$ cat src/shared/sbrc_pkg.sv
/*
  Package for the SDRAM bank, refresh and read control block: command
  encodings, timing constants, state enumerations.
  Assumes a single 125 MHz clock domain.
*/
package sbrc_pkg;

  // ----------------------------------------------------------------
  // Geometry
  // ----------------------------------------------------------------
  localparam int NUM_BANKS   = 4;
  localparam int ROW_W       = 12;
  localparam int COL_W       = 9;
  localparam int DQ_W        = 16;
  localparam int AP_BIT      = 10;
  localparam int REFRESH_ROWS = 4096;

  // ----------------------------------------------------------------
  // Commands as {cs_n, ras_n, cas_n, we_n}
  // ----------------------------------------------------------------
  localparam logic [3:0] CMD_NOP    = 4'h7;
  localparam logic [3:0] CMD_ACT    = 4'h3;
  localparam logic [3:0] CMD_READ   = 4'h5;
  localparam logic [3:0] CMD_WRITE  = 4'h4;
  localparam logic [3:0] CMD_BST    = 4'h6;
  localparam logic [3:0] CMD_PRE    = 4'h2;
  localparam logic [3:0] CMD_REF    = 4'h1;
  localparam logic [3:0] CMD_LMR    = 4'h0;

  // ----------------------------------------------------------------
  // Mode fields
  // ----------------------------------------------------------------
  localparam logic [2:0] BL_FULL_PAGE = 3'h7;
  localparam logic [2:0] CL_RESET     = 3'h3;
  localparam logic [2:0] BL_RESET     = 3'h2;
  localparam int MODE_BL_LSB = 0;
  localparam int MODE_CL_LSB = 4;

  // ----------------------------------------------------------------
  // Timing
  // ----------------------------------------------------------------
  localparam int CLK_PERIOD_PS        = 8000;
  localparam int ROW_PRECHARGE_PS     = 24000;
  localparam int MIN_ROW_ACTIVE_PS    = 48000;
  localparam int REFRESH_CYCLE_PS     = 80000;
  localparam int SELF_REF_INTERVAL_NS = 15625;
  localparam int ROW_PRECHARGE_CYC    = (ROW_PRECHARGE_PS + CLK_PERIOD_PS - 1) / CLK_PERIOD_PS;
  localparam int MIN_ROW_ACTIVE_CYC   = (MIN_ROW_ACTIVE_PS + CLK_PERIOD_PS - 1) / CLK_PERIOD_PS;
  localparam int REFRESH_CYCLE_CYC    = (REFRESH_CYCLE_PS + CLK_PERIOD_PS - 1) / CLK_PERIOD_PS;
  localparam int SELF_REF_INTERVAL_CYC = (SELF_REF_INTERVAL_NS * 1000) / CLK_PERIOD_PS;

  typedef enum logic [1:0] {
    SBRC_NORMAL   = 2'b00,
    SBRC_SELF_REF = 2'b01,
    SBRC_DEEP_PD  = 2'b10
  } sbrc_pwr_e;

endpackage

$ cat src/shared/sbrc_bank_if.sv
/*
  Carrier between the command decoder and the bank tracker.
  Assumes both ends run on the same clock.
*/
`timescale 1ns/10ps
interface sbrc_bank_if;
  import sbrc_pkg::*;
  logic                 act_pulse;
  logic                 pre_pulse;
  logic                 pre_all;
  logic [1:0]           bank;
  logic [ROW_W-1:0]     row;
  logic                 clear_all;
  logic [NUM_BANKS-1:0] open;
  logic [NUM_BANKS*ROW_W-1:0] open_row;

  modport ctrl (output act_pulse, pre_pulse, pre_all, bank, row, clear_all, input open, open_row);
  modport bank_side (input act_pulse, pre_pulse, pre_all, bank, row, clear_all, output open, open_row);
endinterface

$ cat src/verilog/sbrc_bank_track.sv
/*
  Per-bank open/idle tracker with the open row per bank.
  Assumes pulses come from the decoder on the same clock.
*/
`timescale 1ns/10ps
module sbrc_bank_track (
  // Clock and reset
  input  wire logic mclk,
  input  wire logic rstn,
  // Decoder side
  sbrc_bank_if.bank_side bif
);
  import sbrc_pkg::*;

  logic [NUM_BANKS-1:0]       open_q,  open_d;
  logic [NUM_BANKS*ROW_W-1:0] row_q,   row_d;

  // --------------------------------------------------------------
  // Per-bank state
  // --------------------------------------------------------------
  always_comb begin
    open_d = open_q;
    row_d  = row_q;
    for (int b = 0; b < NUM_BANKS; b++) begin
      if (bif.clear_all || (bif.pre_pulse && (bif.pre_all || bif.bank == 2'(b)))) begin
        open_d[b] = 1'b0;
      end else if (bif.act_pulse && bif.bank == 2'(b)) begin
        open_d[b] = 1'b1;
        row_d[b*ROW_W +: ROW_W] = bif.row;
      end
    end
  end

  always_ff @(posedge mclk or negedge rstn) begin
    if (!rstn) begin
      open_q <= '0;
      row_q  <= '0;
    end else begin
      open_q <= open_d;
      row_q  <= row_d;
    end
  end

  assign bif.open     = open_q;
  assign bif.open_row = row_q;
endmodule

$ cat src/verilog/sbrc_core.sv
/*
  Command decoder, bank tracking, refresh and read-burst sequencing of a
  four-bank synchronous DRAM, seen from inside the device.
  Assumes the controller drives pins synchronously to mclk and keeps its
  own timing obligations; array data comes in one cycle after the column.
*/
// Operation
// - A10 high precharges bank after burst
// - No auto precharge in full page mode
// - Auto precharge chosen per command only
// - Burst terminate stops latest read/write
// - Refresh row from internal counter
// - Self refresh: refresh with clock enable low
// - Self refresh runs own internal refresh
// - Deep power-down on terminate, enable low
// - Clock enable high leaves deep power-down
// - Read data after CAS latency, then float
// - Full page wraps to column zero
// - New read truncates with no gap
// - Reads accepted every clock
`timescale 1ns/10ps
module sbrc_core (
  // Clock and reset
  input  wire logic                       mclk,
  input  wire logic                       rstn,
  // Command pins
  input  wire logic                       cke,
  input  wire logic                       cs_n,
  input  wire logic                       ras_n,
  input  wire logic                       cas_n,
  input  wire logic                       we_n,
  input  wire logic [1:0]                 ba,
  input  wire logic [sbrc_pkg::ROW_W-1:0] addr,
  input  wire logic [1:0]                 dqm,
  // Data pins
  output logic      [sbrc_pkg::DQ_W-1:0]  dq_o,
  output logic      [sbrc_pkg::DQ_W-1:0]  dq_oe,
  // Array port
  output logic                            arr_rd,
  output logic                            arr_ref,
  output logic      [1:0]                 arr_bank,
  output logic      [sbrc_pkg::ROW_W-1:0] arr_row,
  output logic      [sbrc_pkg::COL_W-1:0] arr_col,
  input  wire logic [sbrc_pkg::DQ_W-1:0]  arr_rdata,
  // Status
  output logic                            self_ref_active,
  output logic                            deep_pd_active,
  output logic                            access_error
);
  import sbrc_pkg::*;

  sbrc_bank_if bif ();

  sbrc_bank_track u_track (
    .mclk (mclk),
    .rstn (rstn),
    .bif  (bif)
  );

  // --------------------------------------------------------------
  // Command decode
  // --------------------------------------------------------------
  logic [3:0] cmd;
  logic       awake;
  logic       is_act, is_rd, is_wr, is_bst, is_pre, is_ref, is_lmr;
  logic       is_self, is_dpd;
  sbrc_pwr_e  pwr_q, pwr_d;

  assign cmd    = {cs_n, ras_n, cas_n, we_n};
  assign awake  = (pwr_q == SBRC_NORMAL);
  assign is_act = awake && cke && cmd == CMD_ACT;
  assign is_rd  = awake && cke && cmd == CMD_READ;
  assign is_wr  = awake && cke && cmd == CMD_WRITE;
  assign is_bst = awake && cke && cmd == CMD_BST;
  assign is_pre = awake && cke && cmd == CMD_PRE;
  assign is_ref = awake && cke && cmd == CMD_REF;
  assign is_lmr = awake && cke && cmd == CMD_LMR;
  assign is_self = awake && !cke && cmd == CMD_REF;
  // terminate code, enable low, banks idle
  assign is_dpd  = awake && !cke && cmd == CMD_BST && bif.open == '0;

  // --------------------------------------------------------------
  // Mode register
  // --------------------------------------------------------------
  logic [2:0] bl_q, bl_d, cl_q, cl_d;
  logic       full_page;

  always_comb begin
    bl_d = bl_q;
    cl_d = cl_q;
    if (is_lmr && ba == 2'b00) begin
      bl_d = addr[MODE_BL_LSB +: 3];
      cl_d = addr[MODE_CL_LSB +: 3];
    end
  end
  assign full_page = (bl_q == BL_FULL_PAGE);

  // --------------------------------------------------------------
  // Power states and internal refresh
  // --------------------------------------------------------------
  logic [ROW_W-1:0] ref_row_q, ref_row_d;
  logic [10:0]      sr_tmr_q, sr_tmr_d;
  logic             int_ref;

  always_comb begin
    pwr_d    = pwr_q;
    sr_tmr_d = sr_tmr_q;
    int_ref  = 1'b0;
    unique case (pwr_q)
      SBRC_NORMAL: begin
        sr_tmr_d = '0;
        if (is_self) begin
          pwr_d = SBRC_SELF_REF;
        end else if (is_dpd) begin
          pwr_d = SBRC_DEEP_PD;
        end
      end
      SBRC_SELF_REF: begin
        if (sr_tmr_q == 11'(SELF_REF_INTERVAL_CYC - 1)) begin
          sr_tmr_d = '0;
          int_ref  = 1'b1;
        end else begin
          sr_tmr_d = sr_tmr_q + 11'h1;
        end
        if (cke) begin
          pwr_d = SBRC_NORMAL;
        end
      end
      SBRC_DEEP_PD: begin
        if (cke) begin
          pwr_d = SBRC_NORMAL;
        end
      end
      default: pwr_d = SBRC_NORMAL;
    endcase
  end

  assign ref_row_d = (is_ref || int_ref) ? ref_row_q + 12'h1 : ref_row_q;

  // --------------------------------------------------------------
  // Burst sequencer
  // --------------------------------------------------------------
  logic             bact_q, bact_d;
  logic             bwr_q, bwr_d;
  logic             ap_q, ap_d;
  logic [1:0]       bbank_q, bbank_d;
  logic [COL_W-1:0] col_q, col_d;
  logic [8:0]       left_q, left_d;
  logic             acc_ok, ap_fire;
  logic [8:0]       blen;

  always_comb begin
    unique case (bl_q)
      3'h0:    blen = 9'h1;
      3'h1:    blen = 9'h2;
      3'h2:    blen = 9'h4;
      3'h3:    blen = 9'h8;
      default: blen = 9'h1;
    endcase
  end

  assign acc_ok = bif.open[ba];

  always_comb begin
    bact_d  = bact_q;
    bwr_d   = bwr_q;
    ap_d    = ap_q;
    bbank_d = bbank_q;
    col_d   = col_q;
    left_d  = left_q;
    ap_fire = 1'b0;
    if (bact_q) begin
      col_d = col_q + 9'h1;
      if (!full_page) begin
        left_d = left_q - 9'h1;
        if (left_q == 9'h1) begin
          bact_d = 1'b0;
          ap_fire = ap_q;
        end
      end
    end
    if (is_bst) begin
      bact_d = 1'b0;
    end
    if ((is_rd || is_wr) && acc_ok) begin
      bact_d  = !(full_page == 1'b0 && blen == 9'h1);
      bwr_d   = is_wr;
      bbank_d = ba;
      col_d   = addr[COL_W-1:0] + 9'h1;
      left_d  = blen - 9'h1;
      ap_d    = addr[AP_BIT] && !full_page;
    end
  end

  // Single-beat auto precharge resolved one cycle later
  logic       ap1_q, ap1_d;
  logic [1:0] ap1_bank_q, ap1_bank_d;
  assign ap1_d      = (is_rd || is_wr) && acc_ok && addr[AP_BIT] && !full_page && blen == 9'h1;
  assign ap1_bank_d = ba;

  assign bif.act_pulse = is_act;
  assign bif.bank      = (ap_fire && !is_pre) ? bbank_q : (ap1_q ? ap1_bank_q : ba);
  assign bif.row       = addr;
  assign bif.pre_pulse = is_pre || ap_fire || ap1_q;
  assign bif.pre_all   = is_pre && addr[AP_BIT];
  assign bif.clear_all = (pwr_q == SBRC_DEEP_PD);

  // --------------------------------------------------------------
  // Read data pipeline
  // --------------------------------------------------------------
  logic [7:0]       rv_q, rv_d;
  logic [1:0]       dqm1_q;
  logic [DQ_W-1:0]  rd1_q;
  logic             rd_beat;
  logic [DQ_W-1:0]  dq_q, dq_d;
  logic [DQ_W-1:0]  oe_q, oe_d;
  logic [2:0]       cl_idx;

  assign rd_beat = (is_rd && acc_ok) || (bact_q && !bwr_q && !(is_bst || is_wr || is_rd));
  assign rv_d    = {rv_q[6:0], rd_beat};
  assign cl_idx  = (cl_q == 3'h2) ? 3'h1 : 3'h2;

  // data after CAS latency, then high-z
  always_comb begin
    dq_d = dq_q;
    oe_d = '0;
    if (rv_q[cl_idx - 3'h1] && !is_wr) begin
      // Latency three takes the word one cycle older
      dq_d = (cl_idx == 3'h1) ? arr_rdata : rd1_q;
      for (int i = 0; i < 2; i++) begin
        oe_d[i*8 +: 8] = {8{!dqm1_q[i]}};
      end
    end
  end

  // --------------------------------------------------------------
  // Registers
  // --------------------------------------------------------------
  always_ff @(posedge mclk or negedge rstn) begin
    if (!rstn) begin
      pwr_q      <= SBRC_NORMAL;
      sr_tmr_q   <= '0;
      ref_row_q  <= '0;
      bl_q       <= BL_RESET;
      cl_q       <= CL_RESET;
      bact_q     <= 1'b0;
      bwr_q      <= 1'b0;
      ap_q       <= 1'b0;
      bbank_q    <= '0;
      col_q      <= '0;
      left_q     <= '0;
      ap1_q      <= 1'b0;
      ap1_bank_q <= '0;
      rv_q       <= '0;
      dqm1_q     <= '0;
      rd1_q      <= '0;
      dq_q       <= '0;
      oe_q       <= '0;
    end else begin
      pwr_q      <= pwr_d;
      sr_tmr_q   <= sr_tmr_d;
      ref_row_q  <= ref_row_d;
      bl_q       <= bl_d;
      cl_q       <= cl_d;
      bact_q     <= bact_d;
      bwr_q      <= bwr_d;
      ap_q       <= ap_d;
      bbank_q    <= bbank_d;
      col_q      <= col_d;
      left_q     <= left_d;
      ap1_q      <= ap1_d;
      ap1_bank_q <= ap1_bank_d;
      rv_q       <= rv_d;
      dqm1_q     <= dqm;
      rd1_q      <= arr_rdata;
      dq_q       <= dq_d;
      oe_q       <= oe_d;
    end
  end

  // --------------------------------------------------------------
  // Outputs
  // --------------------------------------------------------------
  assign dq_o            = dq_q;
  assign dq_oe           = oe_q;
  assign arr_rd          = rd_beat;
  assign arr_ref         = is_ref || int_ref;
  assign arr_bank        = (is_rd && acc_ok) ? ba : bbank_q;
  assign arr_col         = (is_rd && acc_ok) ? addr[COL_W-1:0] : col_q;
  assign arr_row         = (is_ref || int_ref) ? ref_row_q : bif.open_row[arr_bank*ROW_W +: ROW_W];
  assign self_ref_active = (pwr_q == SBRC_SELF_REF);
  assign deep_pd_active  = (pwr_q == SBRC_DEEP_PD);
  assign access_error    = (is_rd || is_wr) && !acc_ok;
endmodule

$ cat config.mk
export PLATFORM = sky130hd
export DESIGN_NAME = sbrc_core
export DESIGN_NICKNAME = d
export VERILOG_FILES = /design/src/shared/sbrc_pkg.sv /design/src/shared/sbrc_bank_if.sv /design/src/verilog/sbrc_bank_track.sv /design/src/verilog/sbrc_core.sv
export SDC_FILE = /design/constraint.sdc
export NUM_CORES = 1
export LEC_CHECK = 0
export BUFFER_PORTS_ARGS = -buffer_cell sky130_fd_sc_hd__buf_4
export CORE_UTILIZATION = 52
export DETAILED_ROUTE_END_ITERATION = 8
export GPL_TIMING_DRIVEN = 0
export PLACE_DENSITY = 0.76
export REMOVE_ABC_BUFFERS = 1
export SLEW_MARGIN = 20
export SYNTH_ARGS = -nofsm -noshare
export SYNTH_HDL_FRONTEND = slang
export SYNTH_SLANG_ARGS = --single-unit
$ cat constraint.sdc
create_clock -name mclk -period 3.1 [get_ports mclk]
set_input_delay 0 -clock mclk [delete_from_list [all_inputs] [get_ports mclk]]
set_output_delay 0 -clock mclk [all_outputs]
set_load 0.02 [all_outputs]
==> results of run 1 <==
==> critical path: stages (launching register included) <==
cell and delay [ns]:
dfrtp_1 0.41, inv_1 0.09, ha_1 0.13, nor4b_1 0.44, nand4_1 0.34, o21ai_0 0.49, and3b_4 0.49, mux2_2 0.39
==> per-layer routing <==
layer / GRT usage / vias up / part of all wire
met4: 0.0980 / 0 / 0.021
met5: 0 / - / 0
li1: - / 2585 / -
met1: 0.321 / 2780 / 0.42
met3: 0.0538 / 28 / 0.035
met2: 0.422 / 128 / 0.52
==> power groups by stage <==
stage	logic, W	clock network (W)	registers (W)
4_1_cts	0.00212	0.00238	0.00270
3_3_place_gp	0.00195	0	0.00268
2_1_floorplan	0.00116	0	0.00278
3_5_place_dp	0.00205	0	0.00272
5_1_grt	0.00234	0.00247	0.00276
6_report	0.00215	0.00234	0.00270
==> area by class of cell <==
cell class / instances / area share
sequential: 147 / 0.400
multi-input combinational: 449 / 0.365
timing repair buffer: 143 / 0.130
clock buffer: 19 / 0.0492
clock inverter: 13 / 0.0249
tap: 180 / 0.0244
inverter: 16 / 0.00652
==> repair_timing <==
item / in CTS / in global routing
setup endpoints to repair: 15 / 52
gates resized for setup: 5 / 7
buffers inserted: 6 / 1
hold buffers: 35 / 0
gates cloned: 1 / 0
endpoints found under the hold margin: 171 / 0
pin swaps: 1 / 0
==> state kept, by name, indices dropped and copies added, names as in the netlist, 3 cells and up <==
name,flops
col_q,9
left_q,9
bl_q,3
u_track.bif.open,4
ref_row_q,12
dq_o,16
cl_q,3
rd1_q,16
u_track.bif.open_row,48
sr_tmr_q,11
==> logic make-up (layout without fill, tap and decap cells) <==
kind of cell | after synthesis | after routing | synth area share
flip-flops | 147 | 147 | 0.502
XOR/XNOR | 33 | 33 | 0.0394
multiplexers | 109 | 110 | 0.169
buffers and inverters | 67 | 191 | 0.0488
AND/OR/NAND/NOR | 197 | 197 | 0.137
AO/OA/AOI/OAI | 100 | 100 | 0.0886
adder cells (fa/ha/maj) | 9 | 9 | 0.0154
==> path summary, 6_finish.rpt <==
| check | end | cells past startpoint | slack, ns |
|---|---|---|---|
| max reg2reg | u_track.bif.open_row[24] | 7 | 0.20 |
| min reg2reg | rv_q[1] | 0 | 0.38 |
| min | pwr_q[0] | 3 | 0.03 |
| max in group asynchronous | u_track.bif.open_row[0] | 3 | 2.20 |
| min in group asynchronous | col_q[3] | 2 | 0.11 |
| max | u_track.bif.open_row[24] | 7 | 0.20 |
==> metrics by stage <==
step	cells	setup WS, ns	power (W)	hold WS (ns)
after floorplan	611	-1.06	0.00394	-0.296
after global placement	889	-2.69	0.00463	0.110
after detailed placement	892	-0.499	0.00477	-0.0176
after CTS	966	0.0419	0.00721	0.0138
after global routing	967	0.0317	0.00757	0.0195
final	967	0.198	0.00720	0.0282
==> layout by cell type (no fill, tap or decap), types with 14 or more instances in the layout <==
cell type,n
nor2_1,29
o21ai_0,46
dfrtp_1,144
nand3_1,19
o221ai_1,14
buf_4,105
nand2_1,73
mux2_2,26
dlygate4sd3_1,35
nand4_1,17
inv_1,16
clkbuf_16,17
mux2i_1,41
mux2_1,30
xnor2_1,22
==> results.json, run 1 <==
{
  "cts.htree.levels": 4,
  "placed_area_um2": 8070,
  "crit_type": "reg -> reg",
  "wl_mm": 17.4,
  "yosys-top-cells-count": "dfrtp_1, nand2_1, o21ai_0",
  "syn_to_final_growth_pct": 25.7,
  "critical_path_required_ns": 3.39,
  "design_area_um2": 9210,
  "fillerInstances": 1006,
  "power_density_nw_per_um2": 781,
  "grt_pass1_wl_mm": 28.4,
  "slew_viol_final": 0,
  "portBuffers": 98,
  "die_h_um": 121,
  "grt_max_degree": 84,
  "synth_area_um2": 7330,
  "cp_max_fo": 12,
  "synth_largest_area_cell": "dfrtp_1",
  "avgViaCountPerCell": 5.71,
  "r2r-start": "left_q[1]",
  "final_hold_viol_count": 0,
  "start_util": 0.530,
  "ant_nets": 0,
  "min_from": "cas_n",
  "netlist_instances": 662,
  "ys_seq_area_frac": 0.502,
  "p_sw_w": 0.00232,
  "finalSetupTns_ns": 0,
  "yosys_warnings": 0,
  "vias": 5521,
  "cp-end-kind": "register",
  "cts_sinks": 147,
  "clk_path_buf_depth": 2,
  "ys.flop_type": "dfrtp_1",
  "synthTopCellsByArea": "dfrtp_1, mux2i_1, mux2_1",
  "track_usage": 0.252,
  "finalCritPeriodShare": 0.936,
  "clkLatencyLatePin_ns": 0.42,
  "switching_share": 0.323,
  "slew_headroom": 0.336,
  "pin_count": 99,
  "max_freq_ghz": 0.345,
  "synth-edff-count": 0,
  "grt_pass1_vias": 5632,
  "antenna_found_initial": 0,
  "grt_remaining_overflow": 0,
  "clkPwrFrac": 0.325,
  "vdd_drop_max_mv": 0.486,
  "hp-class": "in -> reg",
  "clkTransAtPathRegs_ns": 0.06,
  "nNetsFinal": 822,
  "core_um2": 13800,
  "setup_violations": 0,
  "post-dp-hpwl_mm": 11.3,
  "ys_seq_elements": 147,
  "die_w_um": 121,
  "drt_first_pass_iters": 4,
  "drive_gt1_frac": 0.258,
  "synth.avg_cell_area_um2": 11.1,
  "drcViolationCount": 0,
  "post_synth_num_cell_types": 61,
  "numCtsBuffers": 17,
  "drt_first_iter_violations": 347,
  "rsz0062_at_grt": "false",
  "cp.arrival_ns": 3.20,
  "start_kind": "register",
  "diodes": 0,
  "outcome": "complete, no violations",
  "wl_per_cell_um": 18.0,
  "cts_tree": "done",
  "regArea_um2": 3680,
  "cts-root-buf": "clkbuf_16",
  "synth_top_area_share": 0.492,
  "seq_power_share": 0.376,
  "drv_cap": 0,
  "gp_congestion": 0.885,
  "finClkSkew_ns": 0.00690,
  "intPower_w": 0.00487,
  "utilization": 0.666,
  "combinationalPowerShare": 0.299,
  "multi_input_area_um2": 3360,
  "async_flop_share": 1.00,
  "tightest_slew_ns": 0.990,
  "startpoint": "left_q[1]",
  "leakagePower_nw": 4.33,
  "yosysMostFrequentCell": "dfrtp_1",
  "die_area_um2": 14600,
  "rows": 43,
  "layout_min_cycle_time_ns": 2.90
}
Power figures use the tool's default switching activity.
==> run 2, diff against run 1 <==
--- a/config.mk
+++ b/config.mk
@@ -6,10 +6,10 @@
 export NUM_CORES = 1
 export LEC_CHECK = 0
 export BUFFER_PORTS_ARGS = -buffer_cell sky130_fd_sc_hd__buf_4
-export CORE_UTILIZATION = 52
+export CORE_UTILIZATION = 58
 export DETAILED_ROUTE_END_ITERATION = 8
 export GPL_TIMING_DRIVEN = 0
-export PLACE_DENSITY = 0.76
+export PLACE_DENSITY = 0.8
 export REMOVE_ABC_BUFFERS = 1
 export SLEW_MARGIN = 20
 export SYNTH_ARGS = -nofsm -noshare
==> constraint.sdc (replaced) <==
create_clock -name mclk -period 3.3 [get_ports mclk]
set_input_delay 0 -clock mclk [delete_from_list [all_inputs] [get_ports mclk]]
set_output_delay 0 -clock mclk [all_outputs]
set_load 0.02 [all_outputs]
==> results.json, run 2 (synthesis gave the netlist of run 1 again) <==
{
  "finalCritPeriodShare": 0.937,
  "pin_count": 99,
  "rsz0062_at_grt": "false",
  "drt_first_iter_violations": 412,
  "instances_no_fill": 952,
  "die_w_um": 114,
  "power_density_nw_per_um2": 710,
  "drive_gt1_frac": 0.249,
  "clk_path_buf_depth": 2,
  "hp-class": "in -> reg",
  "portBuffers": 98,
  "ff2ff_path_depth": 7,
  "cts_tree": "done",
  "finalSetupTns_ns": 0,
  "final_common_cell": "dfrtp_1",
  "die_h_um": 114,
  "switching_share": 0.351,
  "layout_min_cycle_time_ns": 3.09,
  "wirelength_met1_mm": 7.31,
  "drv_cap": 0,
  "seq_power_share": 0.397,
  "cts-root-buf": "clkbuf_16",
  "r2r_setup_slack_ns": 0.21,
  "crit_type": "reg -> reg",
  "outcome": "complete, no violations",
  "start_kind": "register",
  "drt_first_pass_iters": 4,
  "nNetsFinal": 819,
  "critical_path_required_ns": 3.60,
  "post-dp-hpwl_mm": 11.3,
  "avgViaCountPerCell": 5.87,
  "endpoint": "u_track.bif.open_row[19]",
  "tightest_slew_ns": 0.937,
  "finClkSkew_ns": 0.00802,
  "design_area_um2": 9060,
  "intPower_w": 0.00417,
  "placed_area_um2": 8050,
  "clkPwrFrac": 0.289,
  "highest-signal-layer": "met4",
  "leakagePower_nw": 4.26,
  "cp.arrival_ns": 3.39,
  "rows": 40,
  "wl_per_cell_um": 18.6,
  "fillerInstances": 805,
  "grt_pass1_wl_mm": 29.2,
  "core_um2": 12200,
  "grt_remaining_overflow": 0,
  "slew_headroom": 0.372,
  "met2_length_mm": 9.19,
  "start_util": 0.603,
  "slew_viol_final": 0,
  "cts.htree.levels": 4,
  "numCtsBuffers": 17,
  "cts_sinks": 147,
  "cp_max_fo": 12,
  "ant_nets": 0,
  "cp-end-kind": "register",
  "combinationalPowerShare": 0.314,
  "vias": 5585,
  "setup_violations": 0,
  "largest_reg_flops": 48,
  "dr_wl_met3_um": 808,
  "dp_cells": 880,
  "final_cell_mix": "dfrtp_1, buf_4, nand2_1, o21ai_0, mux2i_1",
  "wl_mm": 17.7,
  "syn_to_final_growth_pct": 23.6,
  "vdd_drop_max_mv": 0.519,
  "gp_congestion": 0.890,
  "die_area_um2": 13100,
  "max_freq_ghz": 0.323,
  "startpoint": "left_q[1]",
  "p_sw_w": 0.00225,
  "timing.hold.ws_ns": 0.0257,
  "clkTransAtPathRegs_ns": 0.07,
  "grt_max_degree": 80,
  "rr_endpoint": "u_track.bif.open_row[19]",
  "clkLatencyLatePin_ns": 0.42,
  "final_hold_viol_count": 0,
  "grt_pass1_vias": 5915,
  "track_usage": 0.293,
  "r2r-start": "left_q[1]",
  "antenna_found_initial": 0,
  "diodes": 0,
  "drcViolationCount": 0
}
run 2: cell count changes in the layout (fill, tap and decap cells not counted), sizes merged:
| cell | before | now |
|---|---|---|
| buf | 108 | 104 |
| bufinv | 6 | 1 |
| clkinv | 5 | 3 |
| clkinvlp | 1 | 4 |
| inv | 17 | 21 |
| mux2i | 43 | 44 |
run 2: critical path, stage by stage (launching register included):
cell and delay, ns:
dfrtp_1 0.41, inv_1 0.10, ha_1 0.13, nor4b_1 0.46, nand4_1 0.35, o221ai_1 0.41
and3b_1 0.70, mux2_1 0.41
run 2: worst min-delay path by stage:
stage / from / to / cells past startpoint
after floorplan: rstn / ap1_bank_q[0] / 0
after global placement: dqm[1] / dqm1_q[1] / 1
after detailed placement: rstn / sr_tmr_q[7] / 1
after CTS: cas_n / pwr_q[0] / 3
after global routing: cas_n / pwr_q[0] / 3
final: cas_n / pwr_q[0] / 3
run 2: cell type report:
class | instances | area (um^2) | area share
Clock buffer | 19 | 443 | 0.0489
Clock inverter | 13 | 125 | 0.0138
Inverter | 16 | 60.1 | 0.00663
Multi-Input combinational cell | 450 | 3360 | 0.372
Sequential cell | 147 | 3680 | 0.407
Tap cell | 168 | 210 | 0.0232
Timing Repair Buffer | 139 | 1170 | 0.129
run 2: what timing repair did:
action	4_1_cts	5_1_grt
endpoints found under the setup margin	13	25
pin swaps	1	0
gates cloned	2	0
hold endpoints to repair	189	0
resized for setup	2	5
setup buffers	3	0
hold buffers	35	0
run 2: routing by layer:
| layer | GRT usage | vias up |
|---|---|---|
| met5 | 0 | - |
| met4 | 0.119 | 0 |
| met3 | 0.0693 | 36 |
| met2 | 0.499 | 174 |
| met1 | 0.359 | 2800 |
| li1 | - | 2575 |
run 2: through the flow:
step / util / worst slack [ns] / power [W]
2_1_floorplan: - / -0.860 / 0.00370
3_3_place_gp: 0.656 / -2.35 / 0.00434
3_5_place_dp: 0.662 / -0.283 / 0.00449
4_1_cts: 0.744 / 0.0325 / 0.00644
5_1_grt: 0.745 / 0.0132 / 0.00676
6_report: 0.745 / 0.206 / 0.00643
run 2: power groups by stage:
stage,Sequential [W],Combinational (W),Clock [W]
after global placement,0.00252,0.00183,0
after CTS,0.00254,0.00201,0.00189
after detailed placement,0.00256,0.00193,0
final,0.00255,0.00202,0.00186
after global routing,0.00261,0.00218,0.00197
after floorplan,0.00261,0.00109,0
